File: src/common/tsdr_pkg.sv
// Purpose: Shared constants and types for the tile status and debug bank
// Assumes: Word-indexed status register numbers, 32-bit data
// Notes: Masks give the implemented bits; other bits read as zero
package tsdr_pkg;
  localparam int TSDR_DATA_W = 32;
  localparam int TSDR_ADDR_W = 8;
  localparam int TSDR_CNT_W = 16;
  localparam int TSDR_OSC_NUM = 4;
  // Register numbers
  localparam logic [7:0] TSDR_OFS_OSC_CTRL = 8'h06;
  localparam logic [7:0] TSDR_OFS_CNT_TILE_CELL = 8'h07;
  localparam logic [7:0] TSDR_OFS_CNT_TILE_WIRE = 8'h08;
  localparam logic [7:0] TSDR_OFS_CNT_PERIPH_CELL = 8'h09;
  localparam logic [7:0] TSDR_OFS_CNT_PERIPH_WIRE = 8'h0a;
  localparam logic [7:0] TSDR_OFS_RAM_SIZE = 8'h0c;
  localparam logic [7:0] TSDR_OFS_SAVED_STATUS = 8'h10;
  localparam logic [7:0] TSDR_OFS_SAVED_PC = 8'h11;
  localparam logic [7:0] TSDR_OFS_SAVED_SP = 8'h12;
  localparam logic [7:0] TSDR_OFS_READ_THREAD = 8'h13;
  localparam logic [7:0] TSDR_OFS_READ_REG = 8'h14;
  localparam logic [7:0] TSDR_OFS_IRQ_CAUSE = 8'h15;
  localparam logic [7:0] TSDR_OFS_IRQ_INFO = 8'h16;
  // Oscillator control fields
  localparam int TSDR_OSC_CORE_BIT = 1;
  localparam int TSDR_OSC_PERIPH_BIT = 0;
  localparam logic [1:0] TSDR_OSC_CTRL_RST = 2'h0;
  // Field masks
  localparam logic [31:0] TSDR_STATUS_WMASK = 32'h0000_06df;
  localparam logic [31:0] TSDR_STATUS_CMASK = 32'h0000_07df;
  localparam logic [31:0] TSDR_RAM_MASK = 32'hffff_fffc;
  localparam logic [31:0] TSDR_CAUSE_MASK = 32'h0003_ff07;
  localparam int TSDR_CAUSE_LSB = 0;
  localparam int TSDR_THREAD_LSB = 8;
  localparam int TSDR_BPNUM_LSB = 16;
  localparam logic [31:0] TSDR_ZERO = 32'h0000_0000;
  // Debug cause codes
  localparam logic [2:0] TSDR_CAUSE_NONE = 3'h0;
  localparam logic [2:0] TSDR_CAUSE_HOST = 3'h1;
  localparam logic [2:0] TSDR_CAUSE_DEBUG_CALL_INSTRUCTION = 3'h2;
  localparam logic [2:0] TSDR_CAUSE_IBRK = 3'h3;
  localparam logic [2:0] TSDR_CAUSE_DWATCH = 3'h4;
  localparam logic [2:0] TSDR_CAUSE_RWATCH = 3'h5;
  // Settle time software waits after stopping oscillators
  localparam int TSDR_STOP_SETTLE_CYC = 10;

  typedef struct packed {
    logic [31:0] status;
    logic [31:0] pc;
    logic [31:0] sp;
    logic [7:0] thread;
    logic [2:0] cause;
    logic [3:0] hits;
    logic [31:0] info;
  } tsdr_dbg_entry_t;
endpackage

File: src/rtl/tsdr_regs.sv
// Purpose: Tile status bank: ring oscillator counters, RAM size, debug capture
// Assumes: Oscillator lines already synchronous to ref_clk; one access per cycle
// Notes: Counters have no reset so their contents survive system reset
// Functional notes
// - Four free-running oscillators each clock a counter; control register starts/stops them.
// - Control bit 1 enables core oscillators, bit 0 peripheral; reset zero.
// - Oscillators run unrelated to the tile clock, giving random bits.
// - Count registers 0x07-0x0A show counter in bits 15:0, upper zero.
// - Counts are kept through system reset.
// - Order: tile cell, tile wire, peripheral cell, peripheral wire.
// - Register 0x0C reads RAM size in bits 31:2, low bits zero.
// - Debugger entry captures saved status into 0x10.
// - Saved status field layout over bits 10 down to 0.
// - Debugger entry captures full saved program counter into 0x11.
// - Debugger entry captures full saved stack pointer into 0x12.
// - Register 0x13 bits 7:0 select the thread for debug register read.
// - Register 0x14 bits 4:0 select the register for debug register read.
// - Cause bits 2:0 encode host, call, ibreak, dwatch, rwatch; reset zero.
// - Bits 17:16 give lowest firing breakpoint; zero for host and call.
// - Bits 15:8 give causing thread; zero for host request.
// - Register 0x16 holds watch address or resource identifier.
`timescale 1ns/10ps
`default_nettype none
module tsdr_regs
  import tsdr_pkg::*;
#(
  parameter logic [31:0] RAM_BYTES = 32'h0002_0000
) (
  // Clock and reset
  input wire logic ref_clk,
  input wire logic reset,
  // Status register access
  input wire logic reg_wr_en,
  input wire logic reg_rd_en,
  input wire logic [TSDR_ADDR_W-1:0] reg_addr,
  input wire logic [TSDR_DATA_W-1:0] reg_wdata,
  input wire logic debug_mode,
  output logic [TSDR_DATA_W-1:0] reg_rdata,
  output logic reg_rd_valid,
  // Ring oscillators
  output logic [1:0] osc_run,
  input wire logic [TSDR_OSC_NUM-1:0] osc_line,
  // Debugger entry
  input wire logic dbg_entry,
  input wire tsdr_dbg_entry_t dbg_info,
  output logic [7:0] read_thread_sel,
  output logic [4:0] read_reg_sel
);
  logic [1:0] osc_ctrl_q;
  logic [TSDR_OSC_NUM-1:0] osc_prev_q;
  // Power-up value only; reset never touches the counters
  logic [TSDR_CNT_W-1:0] cnt_q [TSDR_OSC_NUM] = '{default: '0};
  logic [TSDR_CNT_W-1:0] cnt_d [TSDR_OSC_NUM];
  logic [TSDR_OSC_NUM-1:0] osc_en;
  logic [31:0] status_q, pc_q, sp_q, cause_q, info_q;
  logic [7:0] thread_sel_q;
  logic [4:0] reg_sel_q;
  logic [31:0] rdata_q;
  logic rd_valid_q;

  // Access decode; debug registers writable only in debug mode
  wire dwr = reg_wr_en & debug_mode;
  wire wr_ctrl = reg_wr_en & (reg_addr == TSDR_OFS_OSC_CTRL);
  wire wr_status = dwr & (reg_addr == TSDR_OFS_SAVED_STATUS);
  wire wr_pc = dwr & (reg_addr == TSDR_OFS_SAVED_PC);
  wire wr_sp = dwr & (reg_addr == TSDR_OFS_SAVED_SP);
  wire wr_thread = dwr & (reg_addr == TSDR_OFS_READ_THREAD);
  wire wr_regsel = dwr & (reg_addr == TSDR_OFS_READ_REG);
  wire wr_cause = dwr & (reg_addr == TSDR_OFS_IRQ_CAUSE);
  wire wr_info = dwr & (reg_addr == TSDR_OFS_IRQ_INFO);

  // Oscillator control
  always_ff @(posedge ref_clk) begin
    if (reset) begin
      osc_ctrl_q <= TSDR_OSC_CTRL_RST;
    end else if (wr_ctrl) begin
      osc_ctrl_q <= reg_wdata[1:0];
    end
  end
  assign osc_run = osc_ctrl_q;

  // Tile pair follows core enable, peripheral pair the peripheral enable
  assign osc_en = {{2{osc_ctrl_q[TSDR_OSC_PERIPH_BIT]}},
                   {2{osc_ctrl_q[TSDR_OSC_CORE_BIT]}}};

  always_ff @(posedge ref_clk) begin
    if (reset) begin
      osc_prev_q <= '0;
    end else begin
      osc_prev_q <= osc_line;
    end
  end

  // Count rising edges of each oscillator line while enabled
  genvar gi;
  generate
    for (gi = 0; gi < TSDR_OSC_NUM; gi++) begin : g_cnt
      wire step = osc_en[gi] & osc_line[gi] & ~osc_prev_q[gi];
      assign cnt_d[gi] = step ? cnt_q[gi] + 1'b1 : cnt_q[gi];
      // No reset here: contents must survive a system reset
      always_ff @(posedge ref_clk) begin
        cnt_q[gi] <= cnt_d[gi];
      end
    end
  endgenerate

  // Lowest numbered firing breakpoint wins
  function automatic logic [1:0] lowest_hit(input logic [3:0] hits);
    logic [1:0] n;
    n = 2'h0;
    for (int i = 3; i >= 0; i--) begin
      if (hits[i]) begin
        n = i[1:0];
      end
    end
    return n;
  endfunction

  wire is_bp = (dbg_info.cause == TSDR_CAUSE_IBRK) |
               (dbg_info.cause == TSDR_CAUSE_DWATCH) |
               (dbg_info.cause == TSDR_CAUSE_RWATCH);
  wire is_host = dbg_info.cause == TSDR_CAUSE_HOST;
  wire [1:0] cap_bpnum = is_bp ? lowest_hit(dbg_info.hits) : 2'h0;
  wire [7:0] cap_thread = is_host ? 8'h00 : dbg_info.thread;
  wire [31:0] cap_cause = {14'h0000, cap_bpnum, cap_thread, 5'h00,
                           dbg_info.cause};
  wire keep_info = (dbg_info.cause == TSDR_CAUSE_DWATCH) |
                   (dbg_info.cause == TSDR_CAUSE_RWATCH);

  // Capture on entry wins over a software write in the same cycle
  always_ff @(posedge ref_clk) begin
    if (reset) begin
      status_q <= TSDR_ZERO;
      pc_q <= TSDR_ZERO;
      sp_q <= TSDR_ZERO;
      cause_q <= TSDR_ZERO;
      info_q <= TSDR_ZERO;
    end else if (dbg_entry) begin
      status_q <= dbg_info.status & TSDR_STATUS_CMASK;
      pc_q <= dbg_info.pc;
      sp_q <= dbg_info.sp;
      cause_q <= cap_cause;
      if (keep_info) begin
        info_q <= dbg_info.info;
      end
    end else begin
      // Bit 8 is read-only: software keeps the captured value
      if (wr_status) begin
        status_q <= (reg_wdata & TSDR_STATUS_WMASK) |
                    (status_q & ~TSDR_STATUS_WMASK & TSDR_STATUS_CMASK);
      end
      if (wr_pc) begin
        pc_q <= reg_wdata;
      end
      if (wr_sp) begin
        sp_q <= reg_wdata;
      end
      if (wr_cause) begin
        cause_q <= reg_wdata & TSDR_CAUSE_MASK;
      end
      if (wr_info) begin
        info_q <= reg_wdata;
      end
    end
  end

  always_ff @(posedge ref_clk) begin
    if (reset) begin
      thread_sel_q <= 8'h00;
      reg_sel_q <= 5'h00;
    end else begin
      if (wr_thread) begin
        thread_sel_q <= reg_wdata[7:0];
      end
      if (wr_regsel) begin
        reg_sel_q <= reg_wdata[4:0];
      end
    end
  end
  assign read_thread_sel = thread_sel_q;
  assign read_reg_sel = reg_sel_q;

  // Read selection; unmapped numbers read zero
  wire [31:0] rd_word =
    (reg_addr == TSDR_OFS_OSC_CTRL) ? {30'h0000_0000, osc_ctrl_q} :
    (reg_addr == TSDR_OFS_CNT_TILE_CELL) ? {16'h0000, cnt_q[0]} :
    (reg_addr == TSDR_OFS_CNT_TILE_WIRE) ? {16'h0000, cnt_q[1]} :
    (reg_addr == TSDR_OFS_CNT_PERIPH_CELL) ? {16'h0000, cnt_q[2]} :
    (reg_addr == TSDR_OFS_CNT_PERIPH_WIRE) ? {16'h0000, cnt_q[3]} :
    (reg_addr == TSDR_OFS_RAM_SIZE) ? (RAM_BYTES & TSDR_RAM_MASK) :
    (reg_addr == TSDR_OFS_SAVED_STATUS) ? status_q :
    (reg_addr == TSDR_OFS_SAVED_PC) ? pc_q :
    (reg_addr == TSDR_OFS_SAVED_SP) ? sp_q :
    (reg_addr == TSDR_OFS_READ_THREAD) ? {24'h00_0000, thread_sel_q} :
    (reg_addr == TSDR_OFS_READ_REG) ? {27'h000_0000, reg_sel_q} :
    (reg_addr == TSDR_OFS_IRQ_CAUSE) ? cause_q :
    (reg_addr == TSDR_OFS_IRQ_INFO) ? info_q : TSDR_ZERO;

  always_ff @(posedge ref_clk) begin
    if (reset) begin
      rdata_q <= TSDR_ZERO;
      rd_valid_q <= 1'b0;
    end else begin
      rd_valid_q <= reg_rd_en;
      if (reg_rd_en) begin
        rdata_q <= rd_word;
      end
    end
  end
  assign reg_rdata = rdata_q;
  assign reg_rd_valid = rd_valid_q;
endmodule
`default_nettype wire

File: config.mk
export PLATFORM = sky130hd
export DESIGN_NAME = tsdr_regs
export DESIGN_NICKNAME = d
export VERILOG_FILES = /design/src/common/tsdr_pkg.sv /design/src/rtl/tsdr_regs.sv
export SDC_FILE = /design/constraint.sdc
export NUM_CORES = 1
export LEC_CHECK = 0
export ABC_CLOCK_PERIOD_IN_PS = 4050
export BUFFER_PORTS_ARGS = -buffer_cell sky130_fd_sc_hd__buf_2
export CORE_MARGIN = 1.5
export CORE_UTILIZATION = 40
export CTS_BUF_LIST = sky130_fd_sc_hd__clkbuf_4 sky130_fd_sc_hd__clkbuf_8
export CTS_CLUSTER_SIZE = 16
export DETAILED_ROUTE_END_ITERATION = 7
export HOLD_SLACK_MARGIN = 0.02
export SLEW_MARGIN = 20
export SYNTH_ARGS = -nofsm -noshare
export SYNTH_HDL_FRONTEND = slang
export SYNTH_SLANG_ARGS = --single-unit
File: constraint.sdc
create_clock -name ref_clk -period 4.05 [get_ports ref_clk]
set_input_delay 1.215 -clock ref_clk [delete_from_list [all_inputs] [get_ports ref_clk]]
set_output_delay 1.215 -clock ref_clk [all_outputs]
set_load 0.02 [all_outputs]
# Word level (Yosys, flattened, before mapping)
# Memory sizes are Yosys's and may differ from the RTL's.
# Index checks and enable logic that the tools add are counted.
dict set report word_totals {
  ff_bits 172
  ram_bits 64
  in_bits 193
  output_inout_bits 48
  elab_cells 101
  memories 1
}
dict set report classes {
  addsub 4
  eq_ne 18
  mux 34
  n_bitwise 25
  reduce_logical 7
}
# name words word_bits rd rd_ports_with_merged_regs write_ports line_no
set memory_table {}
lappend memory_table {cnt_q 4 16 4 0 4 tsdr_regs.sv:52} ;# logic [TSDR_CNT_W-1:0] cnt_q [TSDR_OSC_NUM] = '{default: '0};
# cell count
set ops {}
lappend ops {{$mux 32} 20}
lappend ops {{$add 16x1->16 const B} 4}
lappend ops {{$mux 16} 4}
lappend ops {{$eq 8x5->1 const B} 7}
lappend ops {{$mux 18} 2}
lappend ops {{$eq 8x4->1 const B} 4}
lappend ops {{$mux 11} 2}
lappend ops {{$and 1x1->1} 17}
lappend ops {{$eq 8x3->1 const B} 2}
lappend ops {{$or 11x9->11} 1}
lappend ops {{$mux 2} 5}
lappend ops {{$reduce_bool 2->1} 5}
lappend ops {{$mux 8} 1}
lappend ops {{$eq 3x3->1 const B} 2}
lappend ops {{$not 1->1} 4}
lappend ops {{$eq 3x1->1 const B} 1}
lappend ops {{$eq 3x2->1 const B} 1}
lappend ops {{$or 1x1->1} 3}
lappend ops {{$ne 2x1->1 const B} 1}
lappend ops {{$reduce_and 2->1} 1}
lappend ops {{$reduce_or 2->1} 1}

# Logic depth before layout (Yosys ltp)
# Gate-level depths: netlist (run 1).
dict set report logic_depth {
  word_depth 14
  ltp_mapped 9
  mapped_depth_nobuf 5
}

# Worst setup path after synthesis (run 1)
# Ideal clock, no wire load.
dict set report synth_path {
  kind {input to register}
  startpoint {input reg_addr[3]}
  endpoint {register rdata_q[10] (netlist: reg_rdata[10])}
  setup_ps 136
  arrival_ps 2782
  required_time_ps 3914
  slack_ps 1132
  cell_stages 8
  path_buffers 3
  path_cell_list {buf_2 -> or4b_4 -> buf_6 -> o31a_1 -> buf_2 -> and2_1 -> a22oi_2 -> o41ai_2}
}
dict set report synth_via {
  elab_chain_cells 14
  elab_cells_between_ends 26
  classes_between {eq/ne: 13; mux: 13}
}
# element line_no
set synth_lines {}
lappend synth_lines {{from (decl)} tsdr_regs.sv:35} ;# input wire logic [TSDR_ADDR_W-1:0] reg_addr,
lappend synth_lines {{$eq 8x5->1} tsdr_regs.sv:197} ;# (reg_addr == TSDR_OFS_IRQ_INFO) ? info_q : TSDR_ZERO;
lappend synth_lines {{$mux 32} tsdr_regs.sv:197}
lappend synth_lines {{$mux 32} tsdr_regs.sv:196} ;# (reg_addr == TSDR_OFS_IRQ_CAUSE) ? cause_q :
lappend synth_lines {{$mux 32} tsdr_regs.sv:195} ;# (reg_addr == TSDR_OFS_READ_REG) ? {27'h000_0000, reg_sel_q} :
lappend synth_lines {{$mux 32} tsdr_regs.sv:194} ;# (reg_addr == TSDR_OFS_READ_THREAD) ? {24'h00_0000, thread_sel_q} :
lappend synth_lines {{$mux 32} tsdr_regs.sv:193} ;# (reg_addr == TSDR_OFS_SAVED_SP) ? sp_q :
lappend synth_lines {{$mux 32} tsdr_regs.sv:192} ;# (reg_addr == TSDR_OFS_SAVED_PC) ? pc_q :
lappend synth_lines {{$mux 32} tsdr_regs.sv:191} ;# (reg_addr == TSDR_OFS_SAVED_STATUS) ? status_q :
lappend synth_lines {{$mux 32} tsdr_regs.sv:190} ;# (reg_addr == TSDR_OFS_RAM_SIZE) ? (RAM_BYTES & TSDR_RAM_MASK) :
lappend synth_lines {{$mux 32} tsdr_regs.sv:189} ;# (reg_addr == TSDR_OFS_CNT_PERIPH_WIRE) ? {16'h0000, cnt_q[3]} :
lappend synth_lines {{$mux 32} tsdr_regs.sv:188} ;# (reg_addr == TSDR_OFS_CNT_PERIPH_CELL) ? {16'h0000, cnt_q[2]} :
lappend synth_lines {{$mux 32} tsdr_regs.sv:187} ;# (reg_addr == TSDR_OFS_CNT_TILE_WIRE) ? {16'h0000, cnt_q[1]} :
lappend synth_lines {{$mux 32} tsdr_regs.sv:186} ;# (reg_addr == TSDR_OFS_CNT_TILE_CELL) ? {16'h0000, cnt_q[0]} :
lappend synth_lines {{$mux 32 *} tsdr_regs.sv:185} ;# (reg_addr == TSDR_OFS_OSC_CTRL) ? {30'h0000_0000, osc_ctrl_q} :
lappend synth_lines {{to (signal assigned)} tsdr_regs.sv:206} ;# rdata_q <= rd_word;
lappend synth_lines {{to (decl)} tsdr_regs.sv:58} ;# logic [31:0] rdata_q;
# Mark *: on every way between the ends. The rest lies on a longest branch, timed or not.
# A chain may end at the register's enable or synchronous reset.

# Worst setup path in the final report (run 1)
dict set report layout_path {
  startpoint {input reg_addr[7]}
  endpoint {register sp_q[14]}
}
dict set report layout_via {
  elab_chain_cells 3
}
# element line_no
set layout_lines {}
lappend layout_lines {{$eq 8x5->1} tsdr_regs.sv:66} ;# wire wr_sp = dwr & (reg_addr == TSDR_OFS_SAVED_SP);
lappend layout_lines {{$and 1x1->1} tsdr_regs.sv:66}
lappend layout_lines {{$reduce_bool 2->1 (no source line)} n/a}
lappend layout_lines {{to (signal assigned)} tsdr_regs.sv:141} ;# sp_q <= dbg_info.sp;
lappend layout_lines {{to (signal assigned)} tsdr_regs.sv:156} ;# sp_q <= reg_wdata;
lappend layout_lines {{to (decl)} tsdr_regs.sv:55} ;# logic [31:0] status_q, pc_q, sp_q, cause_q, info_q;
# No other way between the ends.

==> impl_results.rst, run 1 <==
.. list-table::
   :header-rows: 1

   * - Metric
     - Value
   * - Mapped Nets
     - 1517
   * - Number of maximum-capacitance constraint violations
     - 0
   * - Final weighted congestion in routability-driven placement
     - 0.9111
   * - PortBufs
     - 218
   * - Setup CP Type
     - input pin to register
   * - Final number of hold-violating endpoints
     - 0
   * - Register-to-Register Setup Slack
     - 2270 ps
   * - Global-route wire length before repair
     - 62450 um
   * - Post-detailed-route wirelength per cell
     - 21.27 um
   * - Aggregate global-route resource usage
     - 0.2580
   * - CTS buffer count
     - 43
   * - Most common library cells after synthesis
     - 171 x sky130_fd_sc_hd__dfxtp_1, 133 x sky130_fd_sc_hd__nor2_1, 82 x sky130_fd_sc_hd__nand2_1, 72 x sky130_fd_sc_hd__a211oi_1, 72 x sky130_fd_sc_hd__nor2b_1
   * - Die height
     - 178.4 um
   * - Buffer levels on the longest clock path
     - 3
   * - Leak pwr
     - 5.972 nW
   * - RSZ-0062 raised after global routing
     - false
   * - Num rows
     - 64
   * - Hold Buf Count CTS
     - 0
   * - Required time worst endpoint
     - 4510 ps
   * - DRC errors left
     - 0
   * - Number of global-route vias before repair
     - 10715
   * - Final-stage net count
     - 1722
   * - Area taken by flip-flops and latches
     - 5345 um2
   * - Synthesized area per cell
     - 9.318 um2
   * - Pins over their slew limit
     - 0
   * - Worst min-delay path class
     - register to register
   * - Proportion of netlist area held by the largest area contributor
     - 0.2783
   * - Internal power
     - 4.020 mW
   * - Primary FF master, synth
     - sky130_fd_sc_hd__dfxtp_1
   * - Final antenna-violating net count
     - 0
   * - Critical register-to-register path endpoint
     - cnt_q[1][12]$_DFFE_PP_
   * - Worst r2r path cells
     - 5
   * - Clock tree from TritonCTS
     - yes
   * - Transition time at the pin with the least slew margin
     - 852.5 ps
   * - Endpoint of the worst hold path
     - reg_rdata[15]$_SDFFE_PP0P_
   * - Capturing element type of the critical path
     - register
   * - Max frequency
     - 333.7 MHz
   * - Clk root buf
     - sky130_fd_sc_hd__clkbuf_8
   * - Post CTS Setup Buffer Count
     - 0
   * - Clock latency on the worst-skew pair
     - 560 ps
   * - I/O pins
     - 241
   * - Post-synthesis sequential area ratio
     - 0.4346
   * - Antenna violations before repair
     - 7
   * - Outcome
     - complete, no violations
   * - Count of unique library cells instantiated by Yosys
     - 80
   * - Number of search-and-repair iterations in the first detailed-routing pass
     - 5
   * - Data arrival time of the critical path
     - 3460 ps
   * - Post-cts resize count
     - 0
   * - Total power draw
     - 5.433 mW
   * - Peak supply drop
     - 0.0001988 V
   * - Minimum clock period
     - 2997 ps
   * - Number of sinks on the clock net
     - 235
   * - Synthesis-to-layout area growth
     - 19.41%
   * - Overall die width
     - 178.4 um
   * - Detailed placer's ending HPWL
     - 29960 um
   * - Power per Cell Area
     - 369.9 nW/um2
   * - Pin count of the biggest net entering global routing
     - 88
   * - Final setup TNS
     - 0 ps
   * - Hold Path Depth
     - 2
   * - Most frequently used cell type in the post-synthesis netlist
     - sky130_fd_sc_hd__dfxtp_1
   * - Post-synthesis cell type with the largest combined area
     - sky130_fd_sc_hd__dfxtp_1
   * - Portion of total power attributed to sequential cells
     - 0.465
   * - Portion of the clock cycle consumed by the worst path in the final layout
     - 0.7400
   * - Core Area
     - 30430 um2
   * - Multi-input gate area
     - 6450 um2
   * - Wire length after detailed routing
     - 41740 um
   * - Setup-failing EPs final
     - 0
   * - Clock skew
     - 41.22 ps
   * - Via Count
     - 11202
   * - Async SR Flop Fraction
     - 0
   * - Seq cells post-synth
     - 235
   * - H-tree Lvls
     - 2
   * - Fraction of power consumed by combinational cells
     - 0.103
   * - Sw Ratio
     - 0.2601
   * - Startpoint kind of the worst setup timing path
     - input pin
   * - Worst flop-to-flop path startpoint
     - cnt_q[1][1]$_DFFE_PP_
   * - Synthesized instance count
     - 1320
   * - Fin area
     - 14690 um2
   * - Fraction of layout instances using a drive strength above 1
     - 0.2625
   * - Placement Cell Area
     - 13770 um2
   * - Clk slew on worst S/H paths
     - 60 ps
   * - Synth warnings
     - 0
   * - Leading post-synthesis cells by cell area
     - sky130_fd_sc_hd__dfxtp_1 28%, sky130_fd_sc_hd__edfxtp_1 16%, sky130_fd_sc_hd__a211oi_1 4.4%
   * - Number of DRC markers in iteration 0
     - 967
   * - Post-Syn Area
     - 12300 um2
   * - CP Max Fanout
     - 15
   * - Clock network fraction of design power
     - 0.432
   * - Total overflow reported by the global router
     - 0
   * - Die Footprint
     - 31810 um2
   * - Switching Power
     - 1.413 mW
   * - Number of fill cells
     - 2968
   * - Average via count per standard cell
     - 5.709
   * - Launch point of the worst hold path
     - reg_rdata[15]$_SDFFE_PP0P_
   * - Number of enable-type register cells in the synthesized netlist
     - 64
   * - Effective utilization at floorplan
     - 0.4042
   * - Worst max-slew margin expressed relative to the limit
     - 0.4317
## worst max-delay path: stages
cell and delay [ps]:
sky130_fd_sc_hd__buf_2 140, sky130_fd_sc_hd__or3_1 530, sky130_fd_sc_hd__nor3_2 320, sky130_fd_sc_hd__buf_4 320, sky130_fd_sc_hd__and2_1 620, sky130_fd_sc_hd__a222oi_1 180
sky130_fd_sc_hd__nor2_1 120
## flip-flops by register name, summed over array words and instances (netlist names)
signal and cells:
osc_run 2, sp_q 32, read_thread_sel 8, info_q 32, reg_rd_valid 1, osc_prev_q 4, read_reg_sel 5, cause_q 13
cnt_q 64, pc_q 32, reg_rdata 32, status_q 10
## placed cells by master, fill, tap and decap left out, drive strengths merged, types with 4 or more instances in the layout
cell	instances
clkinv	7
o22ai	6
nand4	25
o211ai	5
nand3	30
a21oi	52
and3	54
xor2	12
nand2b	11
clkbuf	69
or2	7
buf	263
a22o	20
xnor2	45
and2	5
inv	10
nor2b	72
mux2i	47
diode	8
nor3	73
o21ai	26
a21o	12
a22oi	28
a21boi	5
edfxtp	64
ha	4
a222oi	13
o221ai	5
a211oi	100
a31oi	6
mux2	15
nor3b	4
nor2	134
dfxtp	171
nand3b	7
and4	5
nand2	82
a2bb2oi	16
## power groups by stage
stage / registers [mW] / logic, mW / clock network [mW]
2_1_floorplan: 2.56 / 0.336 / 0
3_3_place_gp: 2.57 / 0.542 / 0
3_5_place_dp: 2.58 / 0.547 / 0
4_1_cts: 2.53 / 0.550 / 2.39
5_1_grt: 2.53 / 0.602 / 2.51
6_report: 2.53 / 0.557 / 2.35
## through the flow
step                utilization  std cells  hold slack (ps)  worst slack (ps)
floorplan                     -       1320            426.9              1132
global placement         0.4524       1876            435.0             597.8
detailed placement       0.4524       1876            442.1             550.0
CTS                      0.4820       1954            455.0              1115
global route             0.4825       1960            478.4             940.7
finish                   0.4826       1962            446.6              1053
## layer usage
metal,up-vias,GRT usage,wire [um]
met4,0,0.09792,1250
met5,-,0,0
met3,86,0.06074,3417
met1,5308,0.3646,18740
met2,470,0.3795,18330
li1,5338,-,-
## area by class of cell
class	instances	area share
diodes	8	0.001363
clock buffers	69	0.05699
clock inverters	9	0.004345
inverters	9	0.002300
multi-input cells	973	0.4392
flip-flops and latches	235	0.3639
well taps	396	0.03374
repair buffers	263	0.09814
## worst max-delay path by stage
stage,from,to,slack (ps),depth (start not counted)
final,reg_addr[7],sp_q[14]$_SDFFE_PP0P_,1050,7
after global routing,reg_addr[7],sp_q[29]$_SDFFE_PP0P_,940,7
after CTS,reg_addr[7],sp_q[14]$_SDFFE_PP0P_,1120,7
after detailed placement,reg_addr[7],sp_q[24]$_SDFFE_PP0P_,550,7
after global placement,reg_addr[7],sp_q[12]$_SDFFE_PP0P_,600,7
after floorplan,reg_addr[3],reg_rdata[10]$_SDFFE_PP0P_,1130,8
## cell families (layout without fill, tap and decap cells)
kind of cell | after synthesis | in the layout | share of synthesized area
flops | 235 | 235 | 0.4346
mux | 62 | 62 | 0.05198
compound gates | 328 | 328 | 0.2072
xor+xnor | 57 | 57 | 0.04059
buf+inv | 112 | 350 | 0.04201
other cells | 0 | 8 | 0
simple gates | 522 | 522 | 0.2195
fa+ha+maj | 4 | 4 | 0.004069
No activity file was read; power rests on OpenSTA's default activity.
==> run 2, diff against run 1 <==
--- a/config.mk
+++ b/config.mk
@@ -5,7 +5,7 @@
 export SDC_FILE = /design/constraint.sdc
 export NUM_CORES = 1
 export LEC_CHECK = 0
-export ABC_CLOCK_PERIOD_IN_PS = 4050
+export ABC_CLOCK_PERIOD_IN_PS = 2800
 export BUFFER_PORTS_ARGS = -buffer_cell sky130_fd_sc_hd__buf_2
 export CORE_MARGIN = 1.5
 export CORE_UTILIZATION = 40
==> constraint.sdc (replaced) <==
create_clock -name ref_clk -period 2.8 [get_ports ref_clk]
set_input_delay 0.84 -clock ref_clk [delete_from_list [all_inputs] [get_ports ref_clk]]
set_output_delay 0.84 -clock ref_clk [all_outputs]
set_load 0.02 [all_outputs]
==> impl_results.rst, run 2 (synthesis results as in run 1) <==
.. list-table::
   :header-rows: 1

   * - Metric
     - Value
   * - Portion of total power attributed to sequential cells
     - 0.461 (-0.004)
   * - Largest register FFs
     - 64 (unchanged)
   * - Fraction of layout instances using a drive strength above 1
     - 0.2872 (+0.02470)
   * - Transition time at the pin with the least slew margin
     - 579.0 ps (-273.5 ps)
   * - Setup-failing EPs final
     - 0 (unchanged)
   * - Clock skew
     - 22.72 ps (-18.51 ps)
   * - Final number of hold-violating endpoints
     - 0 (unchanged)
   * - Effective utilization at floorplan
     - 0.4042 (unchanged)
   * - Capturing element type of the critical path
     - register
   * - CTS buffer count
     - 42 (-2.3%)
   * - CP Max Fanout
     - 14 (-1)
   * - Data arrival time of the critical path
     - 2730 ps (-730 ps)
   * - Worst max-slew margin expressed relative to the limit
     - 0.6140 (+0.1823)
   * - Buffer levels on the longest clock path
     - 3 (unchanged)
   * - Antenna violations before repair
     - 4 (-3)
   * - I/O pins
     - 241 (unchanged)
   * - Core Area
     - 30430 um2 (unchanged)
   * - Max frequency
     - 434.3 MHz
   * - Clock network fraction of design power
     - 0.431 (about the same)
   * - Clock latency on the worst-skew pair
     - 550 ps (about the same)
   * - Clock tree from TritonCTS
     - yes
   * - Final antenna-violating net count
     - 0 (unchanged)
   * - Minimum clock period
     - 2303 ps
   * - Number of maximum-capacitance constraint violations
     - 0 (unchanged)
   * - Total power draw
     - 7.942 mW (+46%)
   * - Detailed placer's ending HPWL
     - 31100 um (+3.8%)
   * - Leak pwr
     - 6.280 nW (+5.2%)
   * - Peak supply drop
     - 0.0002567 V (+29%)
   * - Sw Ratio
     - 0.2542 (-0.005830)
   * - Pins over their slew limit
     - 0 (unchanged)
   * - Global-route wire length before repair
     - 63720 um (+2.0%)
   * - Placement Cell Area
     - 14300 um2 (+3.9%)
   * - Pin count of the biggest net entering global routing
     - 52 (-41%)
   * - Worst min-delay path class
     - register to register
   * - Commonest non-fill, non-tap cells in the layout
     - 216 x sky130_fd_sc_hd__buf_2, 171 x sky130_fd_sc_hd__dfxtp_1, 132 x sky130_fd_sc_hd__nor2_1
   * - RSZ-0062 raised after global routing
     - false
   * - Number of DRC markers in iteration 0
     - 1038 (+7.3%)
   * - Die height
     - 178.4 um (unchanged)
   * - Power per Cell Area
     - 521.9 nW/um2 (+41%)
   * - Hold Buf Count CTS
     - 0 (unchanged)
   * - Num rows
     - 64 (unchanged)
   * - Post CTS Setup Buffer Count
     - 0 (unchanged)
   * - Die Footprint
     - 31810 um2 (unchanged)
   * - Final weighted congestion in routability-driven placement
     - 0.9021 (-0.99%)
   * - PortBufs
     - 218 (unchanged)
   * - Startpoint kind of the worst setup timing path
     - input pin
   * - Number of global-route vias before repair
     - 10977 (+2.4%)
   * - H-tree Lvls
     - 2 (unchanged)
   * - Util after Layout
     - 0.5001 (+0.01747)
   * - Worst Setup Slack, final
     - 497.4 ps (-555.6 ps)
   * - Average via count per standard cell
     - 5.676 (-0.59%)
   * - Final setup TNS
     - 0 ps (unchanged)
   * - Outcome
     - complete, no violations
   * - Wire length after detailed routing
     - 41860 um (+0.29%)
   * - Post-placement setup slack
     - -70.98 ps (-621.0 ps)
   * - Synthesis-to-layout area growth
     - 23.73%
   * - Setup CP Type
     - input pin to register
   * - DRC errors left
     - 0 (unchanged)
   * - Portion of the clock cycle consumed by the worst path in the final layout
     - 0.8224
   * - Fin area
     - 15220 um2 (+3.6%)
   * - Number of search-and-repair iterations in the first detailed-routing pass
     - 7 (+2)
   * - Total overflow reported by the global router
     - 0 (unchanged)
   * - Aggregate global-route resource usage
     - 0.2614 (+0.003386)
   * - Post-detailed-route wirelength per cell
     - 20.79 um (-2.3%)
   * - Final-stage net count
     - 1777 (+3.2%)
   * - Post-cts resize count
     - 0 (unchanged)
   * - Internal power
     - 5.923 mW (+47%)
   * - Via Count
     - 11425 (+2.0%)
   * - Leading cell type in the layout, fill and taps excluded
     - sky130_fd_sc_hd__buf_2
   * - Clk root buf
     - sky130_fd_sc_hd__clkbuf_8
   * - Required time worst endpoint
     - 3230 ps (-1280 ps)
   * - Overall die width
     - 178.4 um (unchanged)
   * - Clk slew on worst S/H paths
     - 60 ps (about the same)
   * - Number of sinks on the clock net
     - 235 (unchanged)
   * - Fraction of power consumed by combinational cells
     - 0.108 (+0.005)
   * - Switching Power
     - 2.019 mW (+43%)
   * - Most flop-heavy register
     - cnt_q
## run 2: critical path, stage by stage
cell and delay (ps):
sky130_fd_sc_hd__buf_2 150, sky130_fd_sc_hd__buf_4 200, sky130_fd_sc_hd__nor4b_1 460, sky130_fd_sc_hd__buf_4 210, sky130_fd_sc_hd__nand2_1 60, sky130_fd_sc_hd__o21ai_0 300, sky130_fd_sc_hd__nor3_2 110, sky130_fd_sc_hd__buf_12 170
sky130_fd_sc_hd__a22o_1 220
## run 2: cell type report
cell class	instances	area, um2
antenna	5	12.51
fill	2913	15210
clock inverter	6	31.28
clock buffer	70	875.8
tap	396	495.5
inverter	9	33.78
multi-input combinational	973	6450
timing repair buffer	319	1974
sequential	235	5345
## run 2: final timing paths
| path | from | to | slack, ps | cells past startpoint |
|---|---|---|---|---|
| max | reg_addr[2] | reg_rdata[30]$_SDFFE_PP0P_ | 500 | 9 |
| min reg2reg | status_q[2]$_SDFFE_PP0P_ | status_q[2]$_SDFFE_PP0P_ | 450 | 2 |
| max reg2reg | cnt_q[3][2]$_DFFE_PP_ | cnt_q[3][13]$_DFFE_PP_ | 1000 | 5 |
| min | status_q[2]$_SDFFE_PP0P_ | status_q[2]$_SDFFE_PP0P_ | 450 | 2 |
## run 2: power by group through the flow
stage	combinational (mW)	sequential, mW	clock, mW
6_report	0.860	3.66	3.42
5_1_grt	0.929	3.67	3.65
4_1_cts	0.851	3.66	3.49
3_5_place_dp	0.848	3.73	0
3_3_place_gp	0.840	3.72	0
2_1_floorplan	0.486	3.70	0
## run 2: metrics by stage
step	hold slack [ps]	cells
final	452.4	2013
after global routing	471.2	2012
after detailed placement	443.6	1932
after global placement	437.4	1932
after CTS	451.2	2008
after floorplan	426.9	1320
## run 2: per-layer routing
| metal | routed length (um) | part of all wire | track usage |
|---|---|---|---|
| met5 | 0 | 0 | 0 |
| met4 | 954 | 0.023 | 0.08021 |
| met2 | 18730 | 0.45 | 0.3981 |
| met1 | 19250 | 0.46 | 0.3802 |
| met3 | 2928 | 0.070 | 0.03751 |
==> run 3, diff against run 2 <==
--- a/config.mk
+++ b/config.mk
@@ -5,7 +5,7 @@
 export SDC_FILE = /design/constraint.sdc
 export NUM_CORES = 1
 export LEC_CHECK = 0
-export ABC_CLOCK_PERIOD_IN_PS = 2800
+export ABC_CLOCK_PERIOD_IN_PS = 1900
 export BUFFER_PORTS_ARGS = -buffer_cell sky130_fd_sc_hd__buf_2
 export CORE_MARGIN = 1.5
 export CORE_UTILIZATION = 40
==> constraint.sdc (replaced) <==
create_clock -name ref_clk -period 1.9 [get_ports ref_clk]
set_input_delay 0.57 -clock ref_clk [delete_from_list [all_inputs] [get_ports ref_clk]]
set_output_delay 0.57 -clock ref_clk [all_outputs]
set_load 0.02 [all_outputs]
==> impl_results.rst, run 3 (synthesis results as in run 1) <==
.. list-table::
   :header-rows: 1

   * - Metric
     - Value
   * - Internal power
     - 8.754 mW (+48%)
   * - Clock tree from TritonCTS
     - yes
   * - Fraction of layout instances using a drive strength above 1
     - 0.3554 (+0.06818)
   * - Post-detailed-route wirelength per cell
     - 21.18 um (+1.9%)
   * - Number of sinks on the clock net
     - 235 (unchanged)
   * - Die Footprint
     - 31810 um2 (unchanged)
   * - Sw Ratio
     - 0.2545 (about the same)
   * - Max frequency
     - 531.7 MHz
   * - H-tree Lvls
     - 2 (unchanged)
   * - Worst Setup Slack, final
     - 19.20 ps (-478.2 ps)
   * - Fin area
     - 16330 um2 (+7.3%)
   * - Placement Cell Area
     - 15360 um2 (+7.4%)
   * - Transition time at the pin with the least slew margin
     - 757.3 ps (+178.3 ps)
   * - Switching Power
     - 2.988 mW (+48%)
   * - Capturing element type of the critical path
     - register
   * - Portion of total power attributed to sequential cells
     - 0.460 (about the same)
   * - Number of cells in the design after placement
     - 2001 (+3.6%)
   * - Startpoint kind of the worst setup timing path
     - input pin
   * - Pins over their slew limit
     - 0 (unchanged)
   * - Worst max-slew margin expressed relative to the limit
     - 0.4935 (-0.1205)
   * - Leak pwr
     - 6.768 nW (+7.8%)
   * - Clk slew on worst S/H paths
     - 60 ps (about the same)
   * - Outcome
     - complete, no violations
   * - Worst min-delay path class
     - input pin to register
   * - CP Max Fanout
     - 5 (-9)
   * - Clk root buf
     - sky130_fd_sc_hd__clkbuf_8
   * - Detailed placer's ending HPWL
     - 33260 um (+6.9%)
   * - Final weighted congestion in routability-driven placement
     - 0.9698 (+7.5%)
   * - RSZ-0062 raised after global routing
     - false
   * - Util after Layout
     - 0.5367 (+0.03656)
   * - Core Area
     - 30430 um2 (unchanged)
   * - Worst flop-to-flop path startpoint
     - cnt_q[3][3]$_DFFE_PP_
   * - Final antenna-violating net count
     - 0 (unchanged)
   * - Total overflow reported by the global router
     - 0 (unchanged)
   * - Synthesis-to-layout area growth
     - 32.78%
   * - Launch point of the worst hold path
     - osc_line[2]
   * - Largest register FFs
     - 64 (unchanged)
   * - Number of DRC markers in iteration 0
     - 1160 (+12%)
   * - Effective utilization at floorplan
     - 0.4042 (unchanged)
   * - Portion of the clock cycle consumed by the worst path in the final layout
     - 0.9899
   * - Clock network fraction of design power
     - 0.415 (-0.016)
   * - Clock latency on the worst-skew pair
     - 550 ps (about the same)
   * - Final-stage net count
     - 1851 (+4.2%)
   * - Average via count per standard cell
     - 5.652 (-0.42%)
   * - Clock skew
     - 23.86 ps (+1.145 ps)
   * - Peak supply drop
     - 0.0003639 V (+42%)
   * - Overall die width
     - 178.4 um (unchanged)
   * - CTS buffer count
     - 42 (unchanged)
   * - Num rows
     - 64 (unchanged)
   * - Antenna violations before repair
     - 0 (-4)
   * - Setup CP Type
     - input pin to register
   * - Die height
     - 178.4 um (unchanged)
   * - Leading cell type in the layout, fill and taps excluded
     - sky130_fd_sc_hd__buf_2
   * - Power per Cell Area
     - 719.0 nW/um2 (+38%)
   * - Most flop-heavy register
     - cnt_q
   * - Buffer levels on the longest clock path
     - 3 (unchanged)
   * - DRC errors left
     - 0 (unchanged)
   * - Fraction of power consumed by combinational cells
     - 0.125 (+0.017)
   * - Aggregate global-route resource usage
     - 0.2731 (+0.01171)
   * - Via Count
     - 11733 (+2.7%)
   * - Number of maximum-capacitance constraint violations
     - 0 (unchanged)
   * - Commonest non-fill, non-tap cells in the layout
     - 213 x sky130_fd_sc_hd__buf_2, 171 x sky130_fd_sc_hd__dfxtp_1, 152 x sky130_fd_sc_hd__buf_4
   * - Final setup TNS
     - 0 ps (unchanged)
   * - Required time worst endpoint
     - 2300 ps (-930 ps)
   * - Final number of hold-violating endpoints
     - 0 (unchanged)
   * - Setup-failing EPs final
     - 0 (unchanged)
   * - Wire length after detailed routing
     - 43970 um (+5.1%)
   * - Post-placement setup slack
     - -596.3 ps (-525.3 ps)
   * - I/O pins
     - 241 (unchanged)
   * - Setup crit start
     - reg_addr[7]
   * - Data arrival time of the critical path
     - 2280 ps (-450 ps)
   * - PortBufs
     - 218 (unchanged)
   * - Minimum clock period
     - 1881 ps
   * - Number of search-and-repair iterations in the first detailed-routing pass
     - 5 (-2)
   * - Global-route wire length before repair
     - 66470 um (+4.3%)
   * - Post-route non-filler standard cell count
     - 2076 (+3.1%)
   * - Number of global-route vias before repair
     - 11483 (+4.6%)
   * - Pin count of the biggest net entering global routing
     - 84 (+62%)
-- run 3: changes by cell type in the layout (fill, tap and decap cells not counted), sizes merged --
cell	previous run	this run
buf	319	393
bufinv	0	3
clkinv	5	6
diode	5	3
clkbuf	70	57
-- run 3: metrics by stage --
step | hold WS [ps] | power (mW)
floorplan | 426.9 | 6.264
global placement | 438.6 | 6.910
detailed placement | 456.5 | 6.929
CTS | 249.0 | 11.80
global route | 269.6 | 12.17
finish | 268.2 | 11.74
-- run 3: area by class of cell --
| type | instances | area (um2) |
|---|---|---|
| diodes | 3 | 7.507 |
| clock buffers | 57 | 709.4 |
| clock inverters | 10 | 123.9 |
| fillers | 2806 | 14100 |
| inverters | 9 | 33.78 |
| multi-input cells | 973 | 6892 |
| flip-flops and latches | 235 | 5345 |
| well taps | 396 | 495.5 |
| repair buffers | 393 | 2724 |
-- run 3: layer usage --
metal / wire [um] / track usage
met1: 19960 / 0.3951
met2: 20140 / 0.4236
met3: 2935 / 0.03645
met4: 947 / 0.07743
met5: 0 / 0
-- run 3: power by group through the flow --
| stage | Clock [mW] | Sequential, mW | Combinational [mW] |
|---|---|---|---|
| 6_report | 4.88 | 5.40 | 1.46 |
| 5_1_grt | 5.18 | 5.41 | 1.57 |
| 4_1_cts | 4.96 | 5.40 | 1.44 |
| 3_5_place_dp | 0 | 5.50 | 1.43 |
| 3_3_place_gp | 0 | 5.50 | 1.41 |
| 2_1_floorplan | 0 | 5.47 | 0.798 |
-- run 3: final timing paths --
kind | endpoint | slack (ps) | depth (start not counted)
setup / recovery | reg_rdata[10]$_SDFFE_PP0P_ | 20 | 7
hold / removal | osc_prev_q[2]$_SDFF_PP0_ | 270 | 2
hold reg to reg | status_q[7]$_SDFFE_PP0P_ | 460 | 2
setup reg to reg | cnt_q[3][13]$_DFFE_PP_ | 190 | 5
-- run 3: critical path: stages --
cell and delay (ps):
sky130_fd_sc_hd__buf_6 100, sky130_fd_sc_hd__or4b_4 610, sky130_fd_sc_hd__buf_6 150, sky130_fd_sc_hd__o31a_1 300, sky130_fd_sc_hd__and2_4 170, sky130_fd_sc_hd__a22oi_2 230, sky130_fd_sc_hd__o41ai_4 140
-- run 3: timing repair --
item | 4_1_cts | 5_1_grt
setup buffers | 3 | 2
setup endpoints to repair | 1 | 58
pin swaps | 2 | 4
hold buffers | 0 | 0
gates resized for setup | 1 | 20
